## config.mk

```make
export PLATFORM = sky130hd
export DESIGN_NAME = ifc_flash_ctrl
export DESIGN_NICKNAME = d
export VERILOG_FILES = /design/src/rtl/ifc_pkg.sv /design/src/rtl/ifc_flash_ctrl.sv /design/src/rtl/ifc_wbuf.sv /design/src/rtl/ifc_timer.sv
export SDC_FILE = /design/constraint.sdc
export NUM_CORES = 1
export LEC_CHECK = 0
export ABC_AREA = 1
export BUFFER_PORTS_ARGS = -buffer_cell sky130_fd_sc_hd__buf_4
export CAP_MARGIN = 20
export CORE_UTILIZATION = 45
export CTS_CLUSTER_DIAMETER = 40
export DETAILED_ROUTE_END_ITERATION = 6
export GPL_ROUTABILITY_DRIVEN = 0
export SLEW_MARGIN = 20
export SYNTH_ARGS = -nofsm -noshare
export SYNTH_HDL_FRONTEND = slang
export SYNTH_HIERARCHICAL = 1
export SYNTH_SLANG_ARGS = --single-unit
```

## constraint.sdc

```tcl
create_clock -name clk -period 3.95 [get_ports clk]
set_input_delay 0.79 -clock clk [delete_from_list [all_inputs] [get_ports clk]]
set_output_delay 0.79 -clock clk [all_outputs]
set_load 0.05 [all_outputs]
```

## src/rtl/ifc_pkg.sv

```systemverilog
package ifc_pkg;
  // Register indices on the special-function port
  localparam logic [3:0] REG_CTRL = 4'h0;
  localparam logic [3:0] REG_CHIP_RST = 4'h1;
  localparam logic [3:0] REG_BUF_CLR = 4'h2;
  localparam logic [3:0] REG_ADDR_LO = 4'h3;
  localparam logic [3:0] REG_ADDR_HI = 4'h4;
  localparam logic [3:0] REG_DATA_FIRST = 4'h5;
  localparam logic [3:0] REG_DATA_LAST = 4'hC;
  // Control and buffer-clear register bit positions
  localparam int B_ENABLED = 7;
  localparam int B_MODE_LSB = 4;
  localparam int B_UNLOCK = 3;
  localparam int B_WRITE_INIT = 2;
  localparam int B_READ_EN = 1;
  localparam int B_READ_INIT = 0;
  localparam int B_BUF_CLR = 0;
  localparam logic [7:0] RESET_BYTE = 8'h00;
  localparam logic [7:0] CHIP_RESET_KEY = 8'h55;
  localparam logic [5:0] PAGE_LAST = 6'h3F;
  localparam logic [6:0] XFER_END = 7'h41;
  localparam int UNLOCK_CYCLES_DEF = 1024;
  // Unlock pattern, words 1..3, low then high bytes
  localparam logic [7:0] PAT_LO1 = 8'h00;
  localparam logic [7:0] PAT_LO2 = 8'h0D;
  localparam logic [7:0] PAT_LO3 = 8'hC3;
  localparam logic [7:0] PAT_HI1 = 8'h04;
  localparam logic [7:0] PAT_HI2 = 8'h09;
  localparam logic [7:0] PAT_HI3 = 8'h40;

  typedef enum logic [2:0] {
    MODE_WRITE = 3'b000,
    MODE_ERASE = 3'b001,
    MODE_READ = 3'b011,
    MODE_UNLOCK = 3'b110
  } ifc_mode_e;

  typedef enum logic [1:0] {
    OP_WRITE = 2'b00,
    OP_ERASE = 2'b01,
    OP_READ = 2'b11
  } ifc_op_e;

  typedef enum logic [1:0] {
    ST_IDLE = 2'b00,
    ST_CLR = 2'b01,
    ST_XFER = 2'b10,
    ST_OP = 2'b11
  } ifc_state_e;

  typedef struct packed {
    logic wr;
    logic rd;
    logic [3:0] addr;
    logic [7:0] wdata;
  } ifc_sfr_s;

  typedef struct packed {
    logic req;
    logic [1:0] op;
    logic [13:0] addr;
  } ifc_cmd_s;

  typedef struct packed {
    logic valid;
    logic [5:0] idx;
    logic [15:0] data;
  } ifc_wdat_s;

  typedef struct packed {
    logic done;
    logic [15:0] rdata;
  } ifc_rsp_s;
endpackage

```

## src/rtl/ifc_flash_ctrl.sv

```systemverilog
`timescale 1ns/1ps
module ifc_flash_ctrl #(
  parameter int UNLOCK_CYCLES = ifc_pkg::UNLOCK_CYCLES_DEF
) (
  // Clock and reset
  input wire logic clk,
  input wire logic arst_n,
  // Special-function register port
  input wire ifc_pkg::ifc_sfr_s sfr,
  output logic [7:0] sfr_rdata_ff,
  // Flash array
  output ifc_pkg::ifc_cmd_s fl_cmd_ff,
  output ifc_pkg::ifc_wdat_s fl_wdat_ff,
  input wire ifc_pkg::ifc_rsp_s fl_rsp,
  // System
  output logic cpu_stall_ff,
  output logic chip_rst_ff
);
  logic erase_write_enabled_ff;
  logic [2:0] mode_ff;
  logic unlock_ff;
  logic fwt_ff;
  logic read_enable_ff;
  logic frd_ff;
  logic buffer_clear_request_ff;
  logic [7:0] chip_pat_ff;
  logic [13:0] addr_ff;
  logic [3:0][7:0] dlo_ff;
  logic [3:0][7:0] dhi_ff;
  ifc_pkg::ifc_state_e st_ff;
  ifc_pkg::ifc_state_e nxt_st;
  logic [6:0] cnt_ff;
  logic pipe_ff;
  logic [5:0] pidx_ff;
  logic [15:0] buf_rdata;
  logic tmr_exp;
  logic clr_fwt;
  logic clr_frd;
  logic clr_buffer_clear_request;
  logic [15:0] unlock_age_ff;

  function automatic logic [1:0] data_slot(input logic [3:0] a);
    logic [3:0] d;
    d = a - ifc_pkg::REG_DATA_FIRST;
    return d[2:1];
  endfunction

  // Register decode
  wire wr = sfr.wr;
  wire [7:0] wd = sfr.wdata;
  wire wr_ctrl = wr && sfr.addr == ifc_pkg::REG_CTRL;
  wire wr_crst = wr && sfr.addr == ifc_pkg::REG_CHIP_RST;
  wire wr_bclr = wr && sfr.addr == ifc_pkg::REG_BUF_CLR;
  wire wr_alo = wr && sfr.addr == ifc_pkg::REG_ADDR_LO;
  wire wr_ahi = wr && sfr.addr == ifc_pkg::REG_ADDR_HI;
  wire in_data = sfr.addr >= ifc_pkg::REG_DATA_FIRST &&
    sfr.addr <= ifc_pkg::REG_DATA_LAST;
  // Even indices in the data range are high bytes
  wire wr_dhi = wr && in_data && !sfr.addr[0];
  wire wr_dlo = wr && in_data && sfr.addr[0];
  wire [1:0] slot = data_slot(sfr.addr);

  // Mode decode
  wire md_write = mode_ff == ifc_pkg::MODE_WRITE;
  wire md_erase = mode_ff == ifc_pkg::MODE_ERASE;
  wire md_read = mode_ff == ifc_pkg::MODE_READ;
  wire md_unlock = mode_ff == ifc_pkg::MODE_UNLOCK;

  // Unlock check at timer expiry
  wire pat_ok = dlo_ff[1] == ifc_pkg::PAT_LO1 &&
    dlo_ff[2] == ifc_pkg::PAT_LO2 && dlo_ff[3] == ifc_pkg::PAT_LO3 &&
    dhi_ff[1] == ifc_pkg::PAT_HI1 && dhi_ff[2] == ifc_pkg::PAT_HI2 &&
    dhi_ff[3] == ifc_pkg::PAT_HI3;
  wire unlock_ok = tmr_exp && md_unlock && pat_ok;
  wire tmr_start = wr_ctrl && wd[ifc_pkg::B_UNLOCK] && !unlock_ff;

  // Buffer load from the first data pair
  wire load_we = wr_dhi && slot == 2'd0 && erase_write_enabled_ff &&
    st_ff == ifc_pkg::ST_IDLE;
  wire at_last = addr_ff[5:0] == ifc_pkg::PAGE_LAST;
  wire clr_we = st_ff == ifc_pkg::ST_CLR;
  wire buf_we = clr_we || load_we;
  wire [5:0] buf_waddr = clr_we ? cnt_ff[5:0] : addr_ff[5:0];
  wire [15:0] buf_wdata = clr_we ? 16'h0000 : {wd, dlo_ff[0]};
  wire op_done = st_ff == ifc_pkg::ST_OP && fl_rsp.done;
  wire clr_end = clr_we && cnt_ff[5:0] == ifc_pkg::PAGE_LAST;
  wire wr_allowed = erase_write_enabled_ff && (md_write || md_erase);

  // Sequencer
  always_comb begin
    nxt_st = st_ff;
    clr_fwt = 1'b0;
    clr_frd = 1'b0;
    clr_buffer_clear_request = 1'b0;
    case (st_ff)
      ifc_pkg::ST_IDLE: begin
        if (fwt_ff) begin
          if (!wr_allowed) begin
            clr_fwt = 1'b1;
          end else if (md_write) begin
            nxt_st = ifc_pkg::ST_XFER;
          end else begin
            nxt_st = ifc_pkg::ST_OP;
          end
        end else if (frd_ff) begin
          if (read_enable_ff && md_read) begin
            nxt_st = ifc_pkg::ST_OP;
          end else begin
            clr_frd = 1'b1;
          end
        end else if (buffer_clear_request_ff) begin
          nxt_st = ifc_pkg::ST_CLR;
        end
      end
      ifc_pkg::ST_XFER: begin
        if (cnt_ff == ifc_pkg::XFER_END) begin
          nxt_st = ifc_pkg::ST_OP;
        end
      end
      ifc_pkg::ST_OP: begin
        if (fl_rsp.done) begin
          if (fl_cmd_ff.op == ifc_pkg::OP_WRITE) begin
            nxt_st = ifc_pkg::ST_CLR;
          end else begin
            nxt_st = ifc_pkg::ST_IDLE;
            clr_fwt = fl_cmd_ff.op == ifc_pkg::OP_ERASE;
            clr_frd = fl_cmd_ff.op == ifc_pkg::OP_READ;
          end
        end
      end
      ifc_pkg::ST_CLR: begin
        if (clr_end) begin
          nxt_st = ifc_pkg::ST_IDLE;
          clr_fwt = fl_cmd_ff.op == ifc_pkg::OP_WRITE;
          clr_buffer_clear_request = 1'b1;
        end
      end
      default: nxt_st = ifc_pkg::ST_IDLE;
    endcase
  end

  wire [1:0] nxt_op = fwt_ff ? (md_write ? ifc_pkg::OP_WRITE :
    ifc_pkg::OP_ERASE) : ifc_pkg::OP_READ;
  wire nxt_busy = nxt_st == ifc_pkg::ST_XFER ||
    nxt_st == ifc_pkg::ST_OP || (nxt_st == ifc_pkg::ST_CLR && fwt_ff);

  // Control register; a set from either side beats a clear
  always_ff @(posedge clk or negedge arst_n) begin
    if (!arst_n) begin
      erase_write_enabled_ff <= 1'b0;
      mode_ff <= 3'b000;
      unlock_ff <= 1'b0;
      fwt_ff <= 1'b0;
      read_enable_ff <= 1'b0;
      frd_ff <= 1'b0;
      buffer_clear_request_ff <= 1'b0;
      unlock_age_ff <= 16'h0000;
    end else begin
      if (unlock_ok) begin
        erase_write_enabled_ff <= 1'b1;
      end else if (wr_ctrl && !wd[ifc_pkg::B_ENABLED]) begin
        erase_write_enabled_ff <= 1'b0;
      end
      if (wr_ctrl) begin
        mode_ff <= wd[ifc_pkg::B_MODE_LSB +: 3];
        read_enable_ff <= wd[ifc_pkg::B_READ_EN];
      end
      if (tmr_start) begin
        unlock_ff <= 1'b1;
      end else if (tmr_exp) begin
        unlock_ff <= 1'b0;
      end
      fwt_ff <= (wr_ctrl && wd[ifc_pkg::B_WRITE_INIT]) ||
        (fwt_ff && !clr_fwt);
      frd_ff <= (wr_ctrl && wd[ifc_pkg::B_READ_INIT]) ||
        (frd_ff && !clr_frd);
      buffer_clear_request_ff <= (wr_bclr && wd[ifc_pkg::B_BUF_CLR]) ||
        (buffer_clear_request_ff && !clr_buffer_clear_request);
      unlock_age_ff <= unlock_ff ? unlock_age_ff + 16'h0001 : 16'h0000;
    end
  end

  // Address and data registers
  always_ff @(posedge clk or negedge arst_n) begin
    if (!arst_n) begin
      addr_ff <= 14'h0000;
      dlo_ff <= '0;
      dhi_ff <= '0;
      chip_pat_ff <= ifc_pkg::RESET_BYTE;
    end else begin
      if (wr_alo) begin
        addr_ff[7:0] <= wd;
      end
      if (wr_ahi) begin
        addr_ff[13:8] <= wd[5:0];
      end
      if (load_we && !at_last) begin
        addr_ff <= addr_ff + 14'h0001;
      end
      if (wr_crst) begin
        chip_pat_ff <= wd;
      end
      if (wr_dlo) begin
        dlo_ff[slot] <= wd;
      end
      if (wr_dhi) begin
        dhi_ff[slot] <= wd;
      end
      if (op_done && fl_cmd_ff.op == ifc_pkg::OP_READ) begin
        dlo_ff[0] <= fl_rsp.rdata[7:0];
        dhi_ff[0] <= fl_rsp.rdata[15:8];
      end
    end
  end

  // Read mux; unmapped indices read zero
  logic [7:0] rd_mux;
  always_comb begin
    case (sfr.addr)
      ifc_pkg::REG_CTRL: rd_mux = {erase_write_enabled_ff, mode_ff, unlock_ff, fwt_ff,
        read_enable_ff, frd_ff};
      ifc_pkg::REG_CHIP_RST: rd_mux = chip_pat_ff;
      ifc_pkg::REG_BUF_CLR: rd_mux = {7'h00, buffer_clear_request_ff};
      ifc_pkg::REG_ADDR_LO: rd_mux = addr_ff[7:0];
      ifc_pkg::REG_ADDR_HI: rd_mux = {2'b00, addr_ff[13:8]};
      default: rd_mux = !in_data ? 8'h00 :
        (sfr.addr[0] ? dlo_ff[slot] : dhi_ff[slot]);
    endcase
  end

  // Sequencer registers and flash-side outputs
  always_ff @(posedge clk or negedge arst_n) begin
    if (!arst_n) begin
      st_ff <= ifc_pkg::ST_IDLE;
      cnt_ff <= 7'h00;
      pipe_ff <= 1'b0;
      pidx_ff <= 6'h00;
      fl_cmd_ff <= '0;
      fl_wdat_ff <= '0;
      cpu_stall_ff <= 1'b0;
      chip_rst_ff <= 1'b0;
      sfr_rdata_ff <= 8'h00;
    end else begin
      st_ff <= nxt_st;
      cnt_ff <= (nxt_st == st_ff) ? cnt_ff + 7'h01 : 7'h00;
      // Buffer read is registered, so data trails the index by a stage
      pipe_ff <= st_ff == ifc_pkg::ST_XFER && !cnt_ff[6];
      pidx_ff <= cnt_ff[5:0];
      fl_wdat_ff <= '{valid: pipe_ff, idx: pidx_ff, data: buf_rdata};
      fl_cmd_ff.req <= nxt_st == ifc_pkg::ST_OP;
      if (st_ff == ifc_pkg::ST_IDLE) begin
        fl_cmd_ff.op <= nxt_op;
        fl_cmd_ff.addr <= addr_ff;
      end
      cpu_stall_ff <= nxt_busy;
      chip_rst_ff <= wr_crst && wd == ifc_pkg::CHIP_RESET_KEY;
      if (sfr.rd) begin
        sfr_rdata_ff <= rd_mux;
      end
    end
  end

  ifc_wbuf u_wbuf (
    .clk(clk),
    .arst_n(arst_n),
    .we(buf_we),
    .waddr(buf_waddr),
    .wdata(buf_wdata),
    .raddr(cnt_ff[5:0]),
    .rdata_ff(buf_rdata)
  );

  ifc_timer #(.CYCLES(UNLOCK_CYCLES)) u_timer (
    .clk(clk),
    .arst_n(arst_n),
    .start(tmr_start),
    .expire_ff(tmr_exp)
  );
endmodule

```

## src/rtl/ifc_wbuf.sv

```systemverilog
`timescale 1ns/1ps
module ifc_wbuf (
  // Clock and reset
  input wire logic clk,
  input wire logic arst_n,
  // Write port
  input wire logic we,
  input wire logic [5:0] waddr,
  input wire logic [15:0] wdata,
  // Read port
  input wire logic [5:0] raddr,
  output logic [15:0] rdata_ff
);
  logic [15:0] mem [64];

  // Array has no reset; contents are zeroed by the clear walk
  always_ff @(posedge clk) begin
    if (we) begin
      mem[waddr] <= wdata;
    end
  end

  always_ff @(posedge clk or negedge arst_n) begin
    if (!arst_n) begin
      rdata_ff <= 16'h0000;
    end else begin
      rdata_ff <= mem[raddr];
    end
  end
endmodule

```

## src/rtl/ifc_timer.sv

```systemverilog
`timescale 1ns/1ps
module ifc_timer #(
  parameter int CYCLES = 1024
) (
  // Clock and reset
  input wire logic clk,
  input wire logic arst_n,
  // Control
  input wire logic start,
  output logic expire_ff
);
  logic [15:0] cnt_ff;
  logic run_ff;
  wire last = cnt_ff == 16'(CYCLES - 1);

  always_ff @(posedge clk or negedge arst_n) begin
    if (!arst_n) begin
      cnt_ff <= 16'h0000;
      run_ff <= 1'b0;
      expire_ff <= 1'b0;
    end else begin
      expire_ff <= run_ff & last;
      if (start && !run_ff) begin
        run_ff <= 1'b1;
        cnt_ff <= 16'h0000;
      end else if (run_ff) begin
        run_ff <= !last;
        cnt_ff <= cnt_ff + 16'h0001;
      end
    end
  end
endmodule

```

==> run summary <==
drt initial violations: 3857
Tmin final: 3140 ps
CTS buffer count: 156
Slew headroom: 22.1%
Die X: 339 um
Root Driver: clkbuf_16
row count: 123
post-cts sizing count: 0
count of cell types in the netlist: 43
Post-DP Area: 53600 sq um
FMAX: 319 MHz
FF+latch count, synth: 1219
crit-path cells: inv_1 > ha_2 > o21ai_0 > nand3_1 > nor2_1 > buf_4
Final Slew Violations: 0
GRT met2 Usage: 38.3%
PwrDens: 703 nW/um^2
drt first pass iters: 6
vias in the first global route: 33842
FF-to-FF Start: st_ff[1]
via count: 35124
CTS sink cnt: 1219
max-cap violations: 0
startpoint types: flip-flop
H-tree Lvls: 4
CP max-delay cell: o21ai_0
total power: 41.6 mW
CP startpoint: st_ff[1]
total track usage: 24.7%
Final Cycle Share: 79.4%
xor and xnor area share after synthesis: 0.277%
commonest non-fill, non-tap cell in the layout: nand2_1
Post-Synth Simple-Gate Area: 23.3%
Ports: 83
Initial Util: 45.3%
Req. time, crit path: 4390 ps
Critical Path Max Stage Delay: 700 ps
min-delay worst type: primary input to flip-flop
post-synthesis compound-gate area fraction: 2.05%
Design Area, Final: 59200 sq um
Synth Instances: 4626
worst slew pin tran: 1170 ps
Fill cells: 9693
die area: 115000 sq um
main combinational cell family by area after synthesis: simple AND/OR/NAND/NOR gates
Leak: 22.7 nW
skew final: 24.8 ps
worst vdd ir: 524 uV
DP Cell Count: 6098
DRC violations left: 0
Syn Nets: 4672
drt total wl: 142000 um
global-route wire length before repair: 212000 um
Final TNS setup: 0 ps
Ys Warns: 6
number of flops mapped to enable cells by yosys: 1024
ANT nets after route: 0
Fin. Hold Viols: 0
Reg clk slew, reported paths: 60 ps
Hold Slack: 294 ps
ant diodes: 0
Final setup violation count: 0
Final HPWL DP: 85500 um
most frequent cells in the layout: nand2_1, edfxtp_1, nand3_1
met3 Track Usage GR: 4.52%
Overflow after GRT: 0
Core Util, Final: 52.6%
Syn-to-layout area delta: 16.1%
initial antenna violation count: 2
status: finished clean
mux share of post-synthesis cell area: 0%
ys async rst share: 16.0%
Synth Flop Type: edfxtp_1
Worst R2R End: u_wbuf/mem[45][5]
R2R depth: 6
post-CTS setup buffer count: 0
NumNets Final: 4803
WS Path Type: flip-flop to flip-flop
layout cells sized above 1: 11.6%
final worst slack: 813 ps
cell area after synthesis: 51000 sq um
PortBufs: 82
Critical Path End: u_wbuf/mem[45][5]
syn_area_per_cell: 11.0 sq um
GRT busiest layer: met2
vias per inst: 5.50
RSZ-0062 raised after global routing: false
Floorplan Core Area: 112000 sq um
Skew-Pair Late Insertion Delay: 770 ps
Clock Path Buffers: 3
Critical Path Sink Type: flip-flop
maximum net fanout on the critical path: 16
R2R setup slack: 810 ps
Setup WS pre-CTS: 421 ps
CTS tree: yes
adder-cell share of the synthesized area: 0.319%
critical path data arrival time: 3580 ps
die height: 339 um
post-DR wirelength/cell: 22.3 um
Non-Filler Instances: 6386
sequential area share after synthesis: 69.9%
largest net degree at the start of global routing: 215
met1 usage: 34.8%
-- cell type report --
class / instances / area, sq um / area share (%)
Tap cell: 1500 / 1880 / 3.17
Multi-Input combinational cell: 3006 / 13500 / 22.8
Sequential cell: 1219 / 35600 / 60.2
Clock inverter: 107 / 1390 / 2.35
Inverter: 142 / 571 / 0.964
Timing Repair Buffer: 232 / 2060 / 3.49
Clock buffer: 180 / 4150 / 7.01
-- per-layer routing --
layer	wire length (um)	share of wire [%]
met1	60600	43
met2	65800	46
met3	11200	7.9
met4	4600	3.2
met5	0	0
-- kinds of logic after synthesis --
kind of cell / count (synthesis)
simple gates: 2787
flops: 1219
buf+inv: 401
compound gates: 192
xor+xnor: 14
fa+ha+maj: 13
-- cells in the mapped netlist, types with 3 or more instances --
library cell,number,area [sq um]
nand2_1,1590,5970
edfxtp_1,1024,30700
nand3_1,948,4740
dfrtp_1,195,4880
nor2_1,179,672
o21ai_0,136,681
inv_1,130,488
buf_2,126,631
buf_6,50,563
clkbuf_1,41,154
nand4_1,29,181
a21oi_1,21,105
buf_1,21,78.8
buf_4,20,150
ha_1,13,163
nor4_1,12,75.1
nor3_1,11,55.1
a31oi_1,10,62.6
inv_2,10,37.5
xor2_1,10,87.6
o21ai_2,6,52.6
a21boi_0,5,37.5
nand2_2,4,25.0
nor2_4,4,45.0
nor2_2,3,18.8
nor3_4,3,48.8
o21ai_1,3,15.0
o22ai_1,3,18.8
xnor2_1,3,26.3
-- sequential cells by signal, indices dropped and copies added, names as in the netlist, 2 cells and up --
register / flops
u_timer/cnt_ff: 16
u_wbuf/mem: 1024
st_ff: 2
pidx_ff: 6
chip_pat_ff: 8
cnt_ff: 7
addr_ff: 14
dhi_ff: 32
u_wbuf/rdata_ff: 16
dlo_ff: 32
fl_cmd_ff: 17
sfr_rdata_ff: 8
mode_ff: 3
fl_wdat_ff: 23
-- worst max-delay path: cells and delay by family, from the launching register on --
| family | cells | cell delay, ps |
|---|---|---|
| compound gates | 1 | 700 |
| simple gates | 2 | 960 |
| fa+ha+maj | 1 | 280 |
| flops | 1 | 450 |
| buf+inv | 2 | 400 |
-- what timing repair did --
action | in CTS | in global routing
hold buffers | 1 | 0
endpoints found under the hold margin | 41 | 0
setup endpoints to repair | 0 | 0
-- report_power, final --
group          switching (mW)  total (mW)  internal, mW
Clock                    5.85        14.8          8.99
Combinational            7.84        10.4          2.52
Sequential              0.518        16.4          15.9
-- worst min path at each step --
stage                                   start        endpoint  slack [ps]  cells past startpoint
after floorplan            u_wbuf/rdata_ff[0]   fl_wdat_ff[0]         330                      0
after global placement    u_wbuf/rdata_ff[11]  fl_wdat_ff[11]         330                      0
after CTS                          fl_rsp[11]       dhi_ff[3]         260                      3
after detailed placement   u_wbuf/rdata_ff[6]   fl_wdat_ff[6]         340                      0
after global routing               fl_rsp[11]       dhi_ff[3]         290                      3
final                              fl_rsp[11]       dhi_ff[3]         290                      3
(Power assumes the default switching activity.)
